<file path="config.mk">
export PLATFORM = sky130hd
export DESIGN_NAME = kr_pcs_status_seed_regs
export DESIGN_NICKNAME = d
export VERILOG_FILES = /design/src/kr_pcs_status_seed_pkg.sv /design/src/kr_pcs_status_seed_regs.sv
export SDC_FILE = /design/constraint.sdc
export NUM_CORES = 1
export LEC_CHECK = 0
export BUFFER_PORTS_ARGS = -buffer_cell sky130_fd_sc_hd__buf_2
export CORE_ASPECT_RATIO = 1.1
export CORE_MARGIN = 5
export CORE_UTILIZATION = 60
export CTS_BUF_LIST = sky130_fd_sc_hd__clkbuf_4
export CTS_CLUSTER_SIZE = 14
export DETAILED_ROUTE_END_ITERATION = 6
export HOLD_SLACK_MARGIN = 0.02
export PLACE_DENSITY_LB_ADDON = 0.12
export REMOVE_ABC_BUFFERS = 1
export SETUP_SLACK_MARGIN = 0.15
export SLEW_MARGIN = 10
export SYNTH_ARGS = -nofsm -noshare
export SYNTH_HDL_FRONTEND = slang
export SYNTH_SLANG_ARGS = --single-unit
</file>
<file path="constraint.sdc">
create_clock -name core_clk_in -period 6.9 [get_ports core_clk_in]
set_clock_uncertainty 0.15 [all_clocks]
set_input_delay 1.38 -clock core_clk_in [delete_from_list [all_inputs] [get_ports core_clk_in]]
set_output_delay 1.38 -clock core_clk_in [all_outputs]
set_load 0.02 [all_outputs]
</file>
<file path="src/kr_pcs_status_seed_pkg.sv">
// constants, field layouts and carrier types of the coding-sublayer status and seed register bank
// assumes a clause 45 management station on mdc/mdio and live status from the sublayer datapath
//
// Notes on behaviour
// - answer only device 0x03 and 0x1e accesses in kr mode
// - second sublayer status at 0x0008, reset 0x8001
// - bits 15:14 of it always read 2'b10
// - bit 11 latches transmit fault until read
// - bit 10 latches receive fault until read
// - bit 0 always reads 1, coding capability
// - first kr status at 0x0020, reset 0x0004
// - bit 12 shows live receive link state
// - bit 2 always reads 1, prbs31 capability
// - bit 1 shows live high error rate
// - bit 0 shows live block lock
// - second kr status at 0x0021, reset 0x0000
// - bit 15 latched-low block lock until read
// - bit 14 latched high error rate until read
// - bits 13:8 bad header count, clear on read
// - bits 7:0 errored block count, clear on read
// - errored count also at 1E.0010, shared clear
// - seed word 0x0022 holds bits 15:0
// - seed word 0x0023 holds bits 31:16
package kr_pcs_status_seed_pkg;

    // management frame layout
    localparam logic [5:0] PREAMBLE_LEN = 6'h20;
    localparam logic [5:0] HEADER_LAST = 6'h0b;
    localparam logic [5:0] DATA_LAST = 6'h0f;
    localparam logic [5:0] READ_EDGES = 6'h10;
    localparam logic [1:0] OP_ADDRESS = 2'h0;
    localparam logic [1:0] OP_WRITE = 2'h1;
    localparam logic [1:0] OP_READ_INC = 2'h2;

    // device addresses
    localparam logic [4:0] DEV_PCS = 5'h03;
    localparam logic [4:0] DEV_VENDOR = 5'h1e;

    // register offsets
    localparam logic [15:0] SUBLAYER_STATUS_TWO_ADDR = 16'h0008;
    localparam logic [15:0] KR_STATUS_ONE_ADDR = 16'h0020;
    localparam logic [15:0] KR_STATUS_TWO_ADDR = 16'h0021;
    localparam logic [15:0] SEED_A_WORD0_ADDR = 16'h0022;
    localparam logic [15:0] SEED_A_WORD1_ADDR = 16'h0023;
    localparam logic [15:0] VENDOR_ERR_COUNT_ADDR = 16'h0010;

    // reset values
    localparam logic [15:0] SUBLAYER_STATUS_TWO_RESET = 16'h8001;
    localparam logic [15:0] KR_STATUS_ONE_RESET = 16'h0004;
    localparam logic [15:0] KR_STATUS_TWO_RESET = 16'h0000;
    localparam logic [15:0] SEED_RESET = 16'h0000;

    // fixed field values
    localparam logic [1:0] UNIT_PRESENCE_CODE = 2'h2;
    localparam logic KR_CODING_CAPABILITY = 1'b1;
    localparam logic LONG_PRBS_CAPABILITY = 1'b1;
    localparam logic [5:0] BAD_HEADER_COUNT_MAX = 6'h3f;
    localparam logic [7:0] ERRORED_BLOCK_COUNT_MAX = 8'hff;

    // field positions inside the status words
    localparam logic [3:0] PRESENCE_POS = 4'he;
    localparam logic [3:0] TX_FAULT_POS = 4'hb;
    localparam logic [3:0] RX_FAULT_POS = 4'ha;
    localparam logic [3:0] CODING_CAP_POS = 4'h0;
    localparam logic [3:0] LINK_UP_POS = 4'hc;
    localparam logic [3:0] PRBS_CAP_POS = 4'h2;
    localparam logic [3:0] HIGH_ERROR_POS = 4'h1;
    localparam logic [3:0] LOCK_POS = 4'h0;
    localparam logic [3:0] LOCK_LL_POS = 4'hf;
    localparam logic [3:0] HIGH_ERROR_LH_POS = 4'he;
    localparam logic [3:0] BAD_HEADER_POS = 4'h8;
    localparam logic [3:0] ERRORED_POS = 4'h0;

    typedef enum logic [2:0] {
        FR_PREAMBLE,
        FR_START,
        FR_HEADER,
        FR_TURN,
        FR_READ,
        FR_WRITE
    } frame_state_type;

    // live status from the datapath; the entry strobes are one-cycle pulses
    typedef struct packed {
        logic receive_link_up;
        logic high_error_rate_live;
        logic block_lock_live;
        logic transmit_fault;
        logic receive_fault;
        logic bad_sync_header_entry;
        logic decode_error_entry;
    } pcs_status_type;

    typedef struct packed {
        frame_state_type st;
        logic mdc_d;
        logic [5:0] cnt;
        logic [11:0] hdr;
        logic [15:0] shift;
        logic [1:0] op;
        logic sel_pcs;
        logic sel_vendor;
        logic [15:0] addr_pcs;
        logic [15:0] addr_vendor;
        logic mdio_oe;
        logic mdio_o;
        logic transmit_fault_latch;
        logic receive_fault_latch;
        logic block_lock_latched_low;
        logic high_error_rate_latched;
        logic [5:0] bad_header_entry_count;
        logic [7:0] errored_block_count;
        logic [15:0] pattern_seed_word0;
        logic [15:0] pattern_seed_word1;
    } bank_state_type;

    localparam bank_state_type BANK_RESET = '0;

endpackage

</file>
<file path="src/kr_pcs_status_seed_regs.sv">
// clause 45 management slave holding the kr coding-sublayer status registers and the seed a low and high words
// assumes mdc and mdio are already synchronous to core_clk_in and mdc is far slower than it
`timescale 1ns/1ps
module kr_pcs_status_seed_regs (
    input wire logic core_clk_in,
    input wire logic sys_rst_in,
    input wire logic kr_mode_in,
    input wire logic [4:0] port_addr_in,
    input wire logic mdc_in,
    input wire logic mdio_in,
    output logic mdio_out,
    output logic mdio_oe_out,
    input wire kr_pcs_status_seed_pkg::pcs_status_type pcs_status_in,
    output logic [31:0] pattern_seed_first_out
);

    kr_pcs_status_seed_pkg::bank_state_type r;
    kr_pcs_status_seed_pkg::bank_state_type n;

    // saturating increment shared by both event counters
    function automatic logic [7:0] sat_inc(input logic [7:0] v, input logic [7:0] max);
        sat_inc = (v == max) ? v : v + 8'h01;
    endfunction

    // read word of device 0x03; unmapped offsets read as zero
    function automatic logic [15:0] pcs_word(input logic [15:0] a,
                                             input kr_pcs_status_seed_pkg::bank_state_type s,
                                             input kr_pcs_status_seed_pkg::pcs_status_type p);
        pcs_word = 16'h0000;
        if (a == kr_pcs_status_seed_pkg::SUBLAYER_STATUS_TWO_ADDR) begin
            pcs_word[kr_pcs_status_seed_pkg::PRESENCE_POS +: 2] = kr_pcs_status_seed_pkg::UNIT_PRESENCE_CODE;
            pcs_word[kr_pcs_status_seed_pkg::TX_FAULT_POS] = s.transmit_fault_latch;
            pcs_word[kr_pcs_status_seed_pkg::RX_FAULT_POS] = s.receive_fault_latch;
            pcs_word[kr_pcs_status_seed_pkg::CODING_CAP_POS] = kr_pcs_status_seed_pkg::KR_CODING_CAPABILITY;
        end else if (a == kr_pcs_status_seed_pkg::KR_STATUS_ONE_ADDR) begin
            pcs_word[kr_pcs_status_seed_pkg::LINK_UP_POS] = p.receive_link_up;
            pcs_word[kr_pcs_status_seed_pkg::PRBS_CAP_POS] = kr_pcs_status_seed_pkg::LONG_PRBS_CAPABILITY;
            pcs_word[kr_pcs_status_seed_pkg::HIGH_ERROR_POS] = p.high_error_rate_live;
            pcs_word[kr_pcs_status_seed_pkg::LOCK_POS] = p.block_lock_live;
        end else if (a == kr_pcs_status_seed_pkg::KR_STATUS_TWO_ADDR) begin
            pcs_word[kr_pcs_status_seed_pkg::LOCK_LL_POS] = s.block_lock_latched_low;
            pcs_word[kr_pcs_status_seed_pkg::HIGH_ERROR_LH_POS] = s.high_error_rate_latched;
            pcs_word[kr_pcs_status_seed_pkg::BAD_HEADER_POS +: 6] = s.bad_header_entry_count;
            pcs_word[kr_pcs_status_seed_pkg::ERRORED_POS +: 8] = s.errored_block_count;
        end else if (a == kr_pcs_status_seed_pkg::SEED_A_WORD0_ADDR) begin
            pcs_word = s.pattern_seed_word0;
        end else if (a == kr_pcs_status_seed_pkg::SEED_A_WORD1_ADDR) begin
            pcs_word = s.pattern_seed_word1;
        end
    endfunction

    always_comb begin
        logic rise;
        logic [11:0] h;
        logic [15:0] w;
        logic clr_sub2;
        logic clr_kr2;
        logic clr_err;
        rise = 1'b0;
        h = 12'h000;
        w = 16'h0000;
        clr_sub2 = 1'b0;
        clr_kr2 = 1'b0;
        clr_err = 1'b0;
        n = r;
        n.mdc_d = mdc_in;
        rise = mdc_in & ~r.mdc_d;
        if (rise) begin
            unique case (r.st)
                kr_pcs_status_seed_pkg::FR_PREAMBLE: begin
                    if (mdio_in) begin
                        if (r.cnt != kr_pcs_status_seed_pkg::PREAMBLE_LEN) begin
                            n.cnt = r.cnt + 6'h01;
                        end
                    end else begin
                        if (r.cnt == kr_pcs_status_seed_pkg::PREAMBLE_LEN) begin
                            n.st = kr_pcs_status_seed_pkg::FR_START;
                        end
                        n.cnt = 6'h00;
                    end
                end
                kr_pcs_status_seed_pkg::FR_START: begin
                    // clause 45 start is two zeros; a one here is taken as fresh preamble
                    if (!mdio_in) begin
                        n.st = kr_pcs_status_seed_pkg::FR_HEADER;
                        n.cnt = 6'h00;
                    end else begin
                        n.st = kr_pcs_status_seed_pkg::FR_PREAMBLE;
                        n.cnt = 6'h01;
                    end
                end
                kr_pcs_status_seed_pkg::FR_HEADER: begin
                    h = {r.hdr[10:0], mdio_in};
                    n.hdr = h;
                    n.cnt = r.cnt + 6'h01;
                    if (r.cnt == kr_pcs_status_seed_pkg::HEADER_LAST) begin
                        n.op = h[11:10];
                        n.sel_pcs = kr_mode_in && (h[9:5] == port_addr_in)
                            && (h[4:0] == kr_pcs_status_seed_pkg::DEV_PCS);
                        n.sel_vendor = kr_mode_in && (h[9:5] == port_addr_in)
                            && (h[4:0] == kr_pcs_status_seed_pkg::DEV_VENDOR);
                        n.st = kr_pcs_status_seed_pkg::FR_TURN;
                        n.cnt = 6'h00;
                    end
                end
                kr_pcs_status_seed_pkg::FR_TURN: begin
                    if (r.op[1]) begin
                        // reads: drive the turnaround zero, then the word
                        n.st = kr_pcs_status_seed_pkg::FR_PREAMBLE;
                        n.cnt = 6'h00;
                        if (r.sel_pcs) begin
                            n.shift = pcs_word(r.addr_pcs, r, pcs_status_in);
                            n.mdio_oe = 1'b1;
                            n.mdio_o = 1'b0;
                            n.st = kr_pcs_status_seed_pkg::FR_READ;
                            clr_sub2 = (r.addr_pcs == kr_pcs_status_seed_pkg::SUBLAYER_STATUS_TWO_ADDR);
                            clr_kr2 = (r.addr_pcs == kr_pcs_status_seed_pkg::KR_STATUS_TWO_ADDR);
                            clr_err = clr_kr2;
                            if (r.op == kr_pcs_status_seed_pkg::OP_READ_INC) begin
                                n.addr_pcs = r.addr_pcs + 16'h0001;
                            end
                        end else if (r.sel_vendor) begin
                            // only the shared errored count is answered in the vendor device
                            if (r.addr_vendor == kr_pcs_status_seed_pkg::VENDOR_ERR_COUNT_ADDR) begin
                                n.shift = {8'h00, r.errored_block_count};
                                n.mdio_oe = 1'b1;
                                n.mdio_o = 1'b0;
                                n.st = kr_pcs_status_seed_pkg::FR_READ;
                                clr_err = 1'b1;
                            end
                            if (r.op == kr_pcs_status_seed_pkg::OP_READ_INC) begin
                                n.addr_vendor = r.addr_vendor + 16'h0001;
                            end
                        end
                    end else begin
                        n.cnt = r.cnt + 6'h01;
                        if (r.cnt != 6'h00) begin
                            n.st = kr_pcs_status_seed_pkg::FR_WRITE;
                            n.cnt = 6'h00;
                        end
                    end
                end
                kr_pcs_status_seed_pkg::FR_READ: begin
                    if (r.cnt == kr_pcs_status_seed_pkg::READ_EDGES) begin
                        n.mdio_oe = 1'b0;
                        n.mdio_o = 1'b0;
                        n.st = kr_pcs_status_seed_pkg::FR_PREAMBLE;
                        n.cnt = 6'h00;
                    end else begin
                        n.mdio_o = r.shift[15];
                        n.shift = {r.shift[14:0], 1'b0};
                        n.cnt = r.cnt + 6'h01;
                    end
                end
                kr_pcs_status_seed_pkg::FR_WRITE: begin
                    w = {r.shift[14:0], mdio_in};
                    n.shift = w;
                    n.cnt = r.cnt + 6'h01;
                    if (r.cnt == kr_pcs_status_seed_pkg::DATA_LAST) begin
                        n.st = kr_pcs_status_seed_pkg::FR_PREAMBLE;
                        n.cnt = 6'h00;
                        if (r.op == kr_pcs_status_seed_pkg::OP_ADDRESS) begin
                            if (r.sel_pcs) begin
                                n.addr_pcs = w;
                            end
                            if (r.sel_vendor) begin
                                n.addr_vendor = w;
                            end
                        end else if (r.op == kr_pcs_status_seed_pkg::OP_WRITE && r.sel_pcs) begin
                            if (r.addr_pcs == kr_pcs_status_seed_pkg::SEED_A_WORD0_ADDR) begin
                                n.pattern_seed_word0 = w;
                            end
                            if (r.addr_pcs == kr_pcs_status_seed_pkg::SEED_A_WORD1_ADDR) begin
                                n.pattern_seed_word1 = w;
                            end
                        end
                    end
                end
            endcase
        end

        // latches: an event in the clearing cycle survives the read
        n.transmit_fault_latch = (clr_sub2 ? 1'b0 : r.transmit_fault_latch) | pcs_status_in.transmit_fault;
        n.receive_fault_latch = (clr_sub2 ? 1'b0 : r.receive_fault_latch) | pcs_status_in.receive_fault;
        n.block_lock_latched_low = clr_kr2 ? pcs_status_in.block_lock_live
            : (r.block_lock_latched_low & pcs_status_in.block_lock_live);
        n.high_error_rate_latched = (clr_kr2 ? 1'b0 : r.high_error_rate_latched)
            | pcs_status_in.high_error_rate_live;

        if (clr_kr2) begin
            n.bad_header_entry_count = pcs_status_in.bad_sync_header_entry ? 6'h01 : 6'h00;
        end else if (pcs_status_in.bad_sync_header_entry) begin
            n.bad_header_entry_count = 6'(sat_inc({2'h0, r.bad_header_entry_count},
                {2'h0, kr_pcs_status_seed_pkg::BAD_HEADER_COUNT_MAX}));
        end
        if (clr_err) begin
            n.errored_block_count = pcs_status_in.decode_error_entry ? 8'h01 : 8'h00;
        end else if (pcs_status_in.decode_error_entry) begin
            n.errored_block_count = sat_inc(r.errored_block_count,
                kr_pcs_status_seed_pkg::ERRORED_BLOCK_COUNT_MAX);
        end
    end

    always_ff @(posedge core_clk_in) begin
        if (sys_rst_in) begin
            r <= kr_pcs_status_seed_pkg::BANK_RESET;
        end else begin
            r <= n;
        end
    end

    assign mdio_out = r.mdio_o;
    assign mdio_oe_out = r.mdio_oe;
    assign pattern_seed_first_out = {r.pattern_seed_word1, r.pattern_seed_word0};

endmodule

</file>
==> results.yml, run 1 <==
sta:
  setup_viol_count_final: 0
  fin_crit_sh: 0.4661
  worst_slew_pin_slew_ns: 0.9412
  period_minus_slack_ns: 3.216
  slew_headroom: 0.3725
  fmax_mhz: 310.9
  tns_ns: 0
  slew_viol_final: 0
  hold_viol: 0
  grt_setup_unrepaired: "no"
detailed_routing:
  finalWirelength_mm: 20.06
  dr.pass1.iters: 5
  ant_nets: 0
  vias: 7143
  vias_per_cell: 6.505
  drcViolationCount: 0
  drt_iter0_drc: 761
  wl_per_cell_um: 18.27
cells_and_area:
  fill_cells: 1040
  regArea_mm2: 0.002502
  post-route-util: 0.6372
  final_cell_mix: "dfxtp_1, nand2_1, nor2_1, a21oi_1, buf_2"
  design_area_mm2: 0.007635
  syn_to_final_growth_pct: 4.361
  diodes: 0
  final_common_cell: "dfxtp_1"
  drive_above_1_share: 0.1133
  multi_input_area_mm2: 0.004168
  nNetsFinal: 958
setup_path:
  slowest_delay_ns: 0.76
  path_class: "in2reg"
  cp-startpoint: "mdc_in"
  endpoint_kind: "flip-flop"
  critPathMaxFanout: 23
  startpoint_type: "input pin"
  crit_arrival_ns: 3.52
  r2r_start: "r[125]$_SDFFE_PP0P_"
  rr_worst_depth: 5
  crit_chain: "buf_2, nand2b_1, nor4b_1, and3_1, a211oi_1, a31o_2"
  cp_data_required_time_ns: 7.21
  crit_slowest_cell: "and3_1"
synthesis:
  synth_top_area_frac: 0.3421
  synth_top_area_cell: "dfxtp_1"
  ys_seq_area_frac: 0.3421
  synth_edf_count: 0
  syn_area_per_cell_um2: 7.693
  synth_async_sr_flop_share: 0
  synth_area_leaders: "dfxtp_1, a21oi_1, nand2_1"
  syn_inst: 951
  ys_warn_count: 0
  synth_area_mm2: 0.007316
  dominantRegCellSynth: "dfxtp_1"
  synth_seq_cells: 125
  ys_types: 71
min_path:
  min-delay-start: "pattern_seed_first_out[7]$_SDFFE_PP0P_"
  holdPathStages: 2
  worstHoldPathType: "reg2reg"
status:
  status: "complete, no violations"
grt:
  grt_use_total: 0.2817
  grt_max_degree: 57
  antenna_found_initial: 0
  grt_first_pass_wirelength_mm: 33.22
  grt_pass1_vias: 6640
  grt_overflow: 0
die:
  num_rows: 42
  dieArea_mm2: 0.01450
  boundaryPins: 51
  start_util: 0.6106
  die_w_um: 115.3
  dieHeight_um: 125.8
  core_area_mm2: 0.01198
power:
  vdd_drop_max_mv: 0.1353
  p_int_uw: 960.3
  swShare: 0.2641
  p_comb_frac: 0.036
  p_leak_nw: 2.831
  p_switching_uw: 344.7
  power.share.clock: 0.404
  power_frac_seq: 0.560
  p_per_area_mw_per_mm2: 170.9
clocking:
  cts_buffers: 17
  cts_hold_buf: 0
  cts-root-buf: "clkbuf_4"
  cts_tree: "yes"
  cts_setup_buffers: 0
  insertion_delay_ns: 0.56
  clk_pin_slew_ns: 0.13
  htreeDepth: 4
  numClockSinks: 125
  cts_resized: 0
  cts_buffer_depth: 2
flow_run:
  cap_violations: 0
placed_design:
  gp_congestion: 0.9040
  dpl-instance-area_mm2: 0.007330
  hpwl_mm: 13.83
  portBuffers: 50
## power groups by stage
stage	Combinational [mW]	Clock (mW)	Sequential, mW
final	0.0470	0.527	0.731
after global routing	0.0526	0.574	0.733
after CTS	0.0468	0.537	0.731
after detailed placement	0.0466	0	0.747
after global placement	0.0445	0	0.747
after floorplan	0.0232	0	0.746
## final cells by class
class                           instances  area share
Inverter                               37     0.01819
Clock inverter                         15     0.02130
Multi-Input combinational cell        689      0.5459
Tap cell                              154     0.02524
Clock buffer                           17     0.01672
Timing Repair Buffer                   61     0.04490
Sequential cell                       125      0.3278
## cells by family (layout without fill, tap and decap cells)
logic type	after synthesis	after routing	share of synthesized area
adder cells (fa/ha/maj)	10	10	0.01710
multiplexers	37	37	0.05062
buffers and inverters	137	130	0.08910
flip-flops	125	125	0.3421
AO/OA/AOI/OAI	260	260	0.2324
AND/OR/NAND/NOR	363	363	0.2459
XOR/XNOR	19	19	0.02275
## path summary, 6_finish.rpt
check                                      endpoint  slack [ns]
min          pattern_seed_first_out[7]$_SDFFE_PP0P_        0.33
max                              r[78]$_SDFFE_PP0P_        3.68
min reg2reg  pattern_seed_first_out[7]$_SDFFE_PP0P_        0.33
max reg2reg                      r[78]$_SDFFE_PP0P_        3.73
## metrics by stage
step / instances / setup WS [ns] / power, mW / hold slack (ns)
2_1_floorplan: 851 / 2.998 / 0.7691 / 0.2927
3_3_place_gp: 1065 / 3.237 / 0.7917 / 0.3020
3_5_place_dp: 1065 / 3.027 / 0.7940 / 0.3169
4_1_cts: 1097 / 3.054 / 1.315 / 0.3327
5_1_grt: 1098 / 3.412 / 1.359 / 0.3497
6_report: 1098 / 3.684 / 1.305 / 0.3315
## sequential cells by signal (all words and copies together) (netlist names)
name / cells
r: 91
mdio_oe_out: 1
mdio_out: 1
pattern_seed_first_out: 32
## critical path, delay by kind of cell
family | cells | cell delay [ns]
AOI/OAI and AO/OA | 2 | 0.41
and+or+nand+nor | 3 | 1.65
buffers and inverters | 1 | 0.09
## synthesized netlist by cell type, drive strengths merged, types with 3 or more instances
master,number
clkbuf,56
inv,37
and3,14
xnor2,10
nor4b,5
nand2b,7
xor2,9
or3,6
a31oi,13
nor4,11
nand4,16
o31ai,12
nor4bb,3
a41oi,4
a311oi,6
o22ai,12
o211ai,6
nor2b,9
mux2i,37
a21o,3
buf,44
o32ai,7
or2,4
a211oi,18
nor3,18
a32o,5
nor2,96
o211a,3
nand2,106
nand4b,3
ha,10
or4,8
o41ai,6
a21oi,84
and4,5
nand3,37
a221oi,6
dfxtp,125
o21ai,50
nand3b,5
o2bb2ai,4
o221ai,5
## per-layer routing
layer	global-route usage	vias to the layer above	share of wire	wire length (um)
met2	0.4523	302	0.48	9593
met4	0.1091	0	0.030	602
met3	0.06046	46	0.073	1458
met5	0	-	0	0
li1	-	3386	-	-
met1	0.3685	3409	0.42	8407
Note: power is estimated with default switching activity, not from simulation.
==> inputs of run 2 (changes only) <==
--- a/config.mk
+++ b/config.mk
@@ -5,6 +5,7 @@
 export SDC_FILE = /design/constraint.sdc
 export NUM_CORES = 1
 export LEC_CHECK = 0
+export ABC_AREA = 1
 export BUFFER_PORTS_ARGS = -buffer_cell sky130_fd_sc_hd__buf_2
 export CORE_ASPECT_RATIO = 1.1
 export CORE_MARGIN = 5
==> constraint.sdc (replaced) <==
create_clock -name core_clk_in -period 3 [get_ports core_clk_in]
set_clock_uncertainty 0.15 [all_clocks]
set_input_delay 0.6 -clock core_clk_in [delete_from_list [all_inputs] [get_ports core_clk_in]]
set_output_delay 0.6 -clock core_clk_in [all_outputs]
set_load 0.02 [all_outputs]
==> run 2 against run 1 <==
Against the previous run: power rose by 120%; critical path depth rose by 1; sequential share of layout area rose by 0.097 points; setup slack got worse by 3.0 ns; via count fell by 5.1%; sequential power rose by 130%; register-to-register slack got worse by 3.1 ns; final cell count rose by 11%; design area fell by 0.29%.
==> results.yml, run 2 <==
placed_design:
  hpwl_mm: 12.79
  gp_congestion: 0.9279
  dp_slack_ns: 0.6003
  dp.cells: 1192
  portBuffers: 50
  dpl-instance-area_mm2: 0.007356
sta:
  fin_crit_sh: 0.7790
  setup_ws_ns: 0.6631
  setup_viol_count_final: 0
  fmax_mhz: 427.9
  slew_headroom: 0.5344
  grt_setup_unrepaired: "no"
  hold_viol: 0
  slew_viol_final: 0
  period_minus_slack_ns: 2.337
  worst_slew_pin_slew_ns: 0.6968
  tns_ns: 0
setup_path:
  r2r_slack_ns: 0.66
  timing.rr.end: "pattern_seed_first_out[5]$_SDFFE_PP0P_"
  r2r_start: "r[70]$_SDFFE_PP0P_"
  critPathMaxFanout: 32
  cp-startpoint: "r[70]$_SDFFE_PP0P_"
  path_class: "reg2reg"
  critPathCapture: "pattern_seed_first_out[5]$_SDFFE_PP0P_"
  startpoint_type: "flip-flop"
  crit_arrival_ns: 2.67
  cp_data_required_time_ns: 3.34
  endpoint_kind: "flip-flop"
  rr_worst_depth: 7
grt:
  grt_overflow: 0
  grt_use_total: 0.2542
  grt_first_pass_wirelength_mm: 29.93
  grt_pass1_vias: 6081
  antenna_found_initial: 0
  grt_max_degree: 39
detailed_routing:
  wl_per_cell_um: 14.87
  drt_iter0_drc: 511
  drcViolationCount: 0
  vias: 6781
  finalWirelength_mm: 18.19
  ant_nets: 0
  vias_per_cell: 5.545
  dr.pass1.iters: 5
power:
  vdd_drop_max_mv: 0.2638
  p_leak_nw: 3.201
  p_switching_uw: 732.2
  swShare: 0.2513
  p_int_mw: 2.181
  p_per_area_mw_per_mm2: 382.8
  p_comb_frac: 0.038
  power_frac_seq: 0.577
  power.share.clock: 0.384
cells_and_area:
  diodes: 0
  layout.cells.non_filler: 1223
  multi_input_area_mm2: 0.003871
  drive_above_1_share: 0.1534
  regArea_mm2: 0.002502
  top_register: "r"
  syn_to_final_growth_pct: 3.876
  design_area_mm2: 0.007612
  largest_register_ffs: 91
  post-route-util: 0.6353
  nNetsFinal: 1084
  fill_cells: 1187
  final_cell_mix: "nand2_1, dfxtp_1, nor2_1, inv_1, a21oi_1"
  final_common_cell: "nand2_1"
synthesis:
  synth_area_mm2: 0.007328
  synth_async_sr_flop_share: 0
  dominantRegCellSynth: "dfxtp_1"
  synth_commonest_cells: "nand2_1, dfxtp_1, nor2_1"
  syn_inst: 1054
  synth_area_leaders: "dfxtp_1, nand2_1, a21oi_1"
  ys_types: 47
  synthMostInstantiatedCell: "nand2_1"
  ys_seq_area_frac: 0.3415
  ys_warn_count: 0
  synth_top_area_cell: "dfxtp_1"
  synth_edf_count: 0
  synth_seq_cells: 125
  synth_top_area_frac: 0.3415
  syn_area_per_cell_um2: 6.953
clocking:
  cts_buffer_depth: 2
  htreeDepth: 4
  clk_pin_slew_ns: 0.12
  cts-root-buf: "clkbuf_4"
  cts_buffers: 17
  numClockSinks: 125
  cts_setup_buffers: 0
  insertion_delay_ns: 0.56
  cts_tree: "yes"
  cts_resized: 0
  cts_hold_buf: 0
flow_run:
  cap_violations: 0
min_path:
  worstHoldPathType: "in2reg"
  holdPathStages: 3
die:
  dieHeight_um: 125.9
  num_rows: 42
  core_area_mm2: 0.01198
  die_w_um: 115.4
  start_util: 0.6116
  dieArea_mm2: 0.01453
  boundaryPins: 51
status:
  status: "complete, no violations"
-- run 2: area by class of cell --
class                   instances  area share
multi-input cells             733      0.5085
flip-flops and latches        125      0.3287
inverters                     121     0.06032
repair buffers                 59     0.04339
well taps                     154     0.02531
clock inverters                14     0.01693
clock buffers                  17     0.01677
-- run 2: kinds of logic (layout without fill, tap and decap cells) --
family                   after synthesis  in the layout  share of synthesized area
adder cells (fa/ha/maj)               10             10                    0.01707
buffers and inverters                196            211                     0.1303
XOR/XNOR                              16             16                    0.01912
AND/OR/NAND/NOR                      446            446                     0.2875
flip-flops                           125            125                     0.3415
AO/OA/AOI/OAI                        261            261                     0.2045
-- run 2: worst min-delay path by stage --
stage / start / endpoint / slack (ns)
after detailed placement: r[47]$_SDFF_PP0_ / r[47]$_SDFF_PP0_ / 0.29
after global routing: pcs_status_in[4] / r[47]$_SDFF_PP0_ / 0.09
after floorplan: r[47]$_SDFF_PP0_ / r[47]$_SDFF_PP0_ / 0.28
after global placement: r[47]$_SDFF_PP0_ / r[47]$_SDFF_PP0_ / 0.29
final: pcs_status_in[3] / r[49]$_SDFF_PP0_ / 0.09
after CTS: pcs_status_in[2] / r[48]$_SDFF_PP0_ / 0.07
-- run 2: worst max-delay path, cell delays in order, from the launching register on --
cell     delay (ns)
dfxtp_1        0.39
nor2_4         0.27
nand2_4        0.10
nor2_8         0.30
nand2_1        0.14
nor2_4         0.58
o21ai_0        0.16
a21oi_1        0.14
-- run 2: stage by stage --
stage | hold WS (ns) | total power [mW]
after floorplan | 0.2815 | 1.781
after global placement | 0.2879 | 1.829
after detailed placement | 0.2921 | 1.830
after CTS | 0.06601 | 2.934
after global routing | 0.08970 | 3.026
final | 0.09334 | 2.914
-- run 2: routing by layer --
metal  GRT usage  wire length (um)
met1      0.3455              8289
met2      0.4012              8479
met3     0.05566              1092
met4     0.08080               329
met5           0                 0
-- run 2: power groups by stage --
stage                     logic [mW]  clock network, mW  registers [mW]
after floorplan               0.0643                  0            1.72
after CTS                      0.111               1.14            1.68
after detailed placement       0.110                  0            1.72
after global routing           0.125               1.22            1.68
after global placement         0.109                  0            1.72
final                          0.112               1.12            1.68
==> inputs of run 3 (changes only) <==
--- a/config.mk
+++ b/config.mk
@@ -9,7 +9,7 @@
 export BUFFER_PORTS_ARGS = -buffer_cell sky130_fd_sc_hd__buf_2
 export CORE_ASPECT_RATIO = 1.1
 export CORE_MARGIN = 5
-export CORE_UTILIZATION = 60
+export CORE_UTILIZATION = 57
 export CTS_BUF_LIST = sky130_fd_sc_hd__clkbuf_4
 export CTS_CLUSTER_SIZE = 14
 export DETAILED_ROUTE_END_ITERATION = 6
==> constraint.sdc (replaced) <==
create_clock -name core_clk_in -period 2.1 [get_ports core_clk_in]
set_clock_uncertainty 0.15 [all_clocks]
set_input_delay 0.42 -clock core_clk_in [delete_from_list [all_inputs] [get_ports core_clk_in]]
set_output_delay 0.42 -clock core_clk_in [all_outputs]
set_load 0.02 [all_outputs]
==> run 3 against run 2 <==
Against the previous run: the flow now finishes with violations (DRC); core utilization grew 6.0 points; count of clock-buffer cells in the layout grew 4; routed wire length grew 13%; power grew 60%; final cell count grew 5.0%; via count grew 7.3%; register-to-register slack lost 0.51 ns; critical endpoint is now r[95]$_SDFFE_PP0P_; largest power group unchanged; highest routed layer unchanged.
==> results.yml, run 3 (synthesis results as in run 2) <==
clocking:
  htreeDepth: 4
  clk_pin_slew_ns: 0.11
  cts-root-buf: "clkbuf_4"
  cts_tree: "yes"
  cts_buffer_depth: 2
  insertion_delay_ns: 0.55
  numClockSinks: 125
  cts_buffers: 17
grt:
  met3_usage: 0.04835
  grt_max_degree: 37
  grt_use_met2: 0.4220
  grt_overflow: 0
  grt_first_pass_wirelength_mm: 31.80
  globalRouteMet1Util: 0.3291
  grt_busiest_layer: "met2"
  grt_pass1_vias: 6549
  grt_use_total: 0.2538
  antenna_found_initial: 1
sta:
  worst_slew_pin_slew_ns: 0.5829
  period_minus_slack_ns: 1.945
  fin_crit_sh: 0.9262
  setup_ws_ns: 0.1549
  grt_setup_unrepaired: "yes"
  slew_viol_final: 0
  fmax_mhz: 514.1
  holdWs_ns: 0.1150
  slew_headroom: 0.6114
  setup_viol_count_final: 0
  hold_viol: 0
die:
  start_util: 0.5821
  core_area_mm2: 0.01259
  num_rows: 43
  dieArea_mm2: 0.01523
  die_w_um: 118.1
  dieHeight_um: 128.9
  boundaryPins: 51
placed_design:
  hpwl_mm: 13.69
  portBuffers: 50
  gp_congestion: 0.9225
  dp_slack_ns: 0.06219
  dpl-instance-area_mm2: 0.007610
detailed_routing:
  finalWirelength_mm: 20.62
  wl_per_cell_um: 16.06
  drt_iter0_drc: 565
  drcViolationCount: 3
  ant_nets: 0
  vias_per_cell: 5.668
  vias: 7278
  dr.pass1.iters: 7
power:
  vdd_drop_max_mv: 0.4486
  p_per_area_mw_per_mm2: 531.8
  p_leak_nw: 3.654
setup_path:
  cp_data_required_time_ns: 2.38
  path_class: "reg2reg"
  startpoint_type: "flip-flop"
  endpoint_kind: "flip-flop"
  crit_arrival_ns: 2.23
  critPathMaxFanout: 6
  r2r_slack_ns: 0.15
cells_and_area:
  syn_to_final_growth_pct: 19.46
  post-route-util: 0.6954
  design_area_mm2: 0.008755
  final_cell_mix: "nand2_1, dfxtp_1, a21oi_1, nor2_1, o21ai_0"
  largest_register_ffs: 91
  nNetsFinal: 1140
  final_common_cell: "nand2_1"
  drive_above_1_share: 0.2753
  top_register: "r"
flow_run:
  cap_violations: 0
status:
  violations: "DRC"
  status: "finished with violations"
min_path:
  worstHoldPathType: "in2reg"
## run 3: cell count changes in the layout (fill, tap and decap cells not counted), moves of 8 or more
cell / delta
buf_4: +35
dfxtp_1: -22
nor2_1: -19
dfxtp_2: +14
nor2_4: +14
nand2_1: -12
nand3_1: -11
inv_1: -10
dfxtp_4: +8
## run 3: layout make-up
| type | instances | area (um^2) |
|---|---|---|
| well taps | 157 | 196.4 |
| inverters | 121 | 481.7 |
| clock buffers | 21 | 157.7 |
| diodes | 1 | 2.502 |
| clock inverters | 11 | 190.2 |
| fillers | 1087 | 3835 |
| multi-input cells | 733 | 4253 |
| flip-flops and latches | 125 | 2550 |
| repair buffers | 115 | 923.4 |
## run 3: worst max-delay path, cell delays in order (launching register included)
cell	delay, ns
dfxtp_4	0.37
inv_1	0.08
ha_2	0.20
nand3_4	0.10
nor2_1	0.18
a21boi_2	0.10
nand3_4	0.10
inv_4	0.06
buf_4	0.15
o21ai_0	0.26
a21oi_1	0.09
## run 3: where the power goes
group | internal [mW] | switching [mW]
clock network | 1.12 | 0.934
registers | 2.38 | 0.0167
logic | 0.0828 | 0.126
## run 3: timing repair
item                                   4_1_cts  5_1_grt
pin swaps                                    2       29
setup endpoints to repair                   50       98
endpoints found under the hold margin        7        0
setup buffers                                3       18
hold buffers                                 7        0
gates resized for setup                     13      139
cloned                                       0        3
## run 3: per-layer routing
layer  vias up  share of wire
li1       3606              -
met1      3400           0.43
met2       224           0.48
met3        48          0.060
met4         0          0.024
met5         -              0
## run 3: worst paths after layout
path,start,endpoint,cells past startpoint
worst max-delay path,r[117]$_SDFFE_PP0P_,r[95]$_SDFFE_PP0P_,10
worst min-delay path,mdio_in,r[85]$_SDFFE_PP0P_,5
worst max register to register,r[117]$_SDFFE_PP0P_,r[95]$_SDFFE_PP0P_,10
worst min register to register,mdio_out$_SDFFE_PP0P_,mdio_out$_SDFFE_PP0P_,2
## run 3: through the flow
step | std cells | setup TNS (ns) | power (mW)
final | 1284 | 0 | 4.655
after floorplan | 979 | -5.274 | 2.544
after CTS | 1262 | 0 | 4.671
after detailed placement | 1220 | 0 | 2.626
after global routing | 1284 | -0.002311 | 4.817
after global placement | 1220 | 0 | 2.625
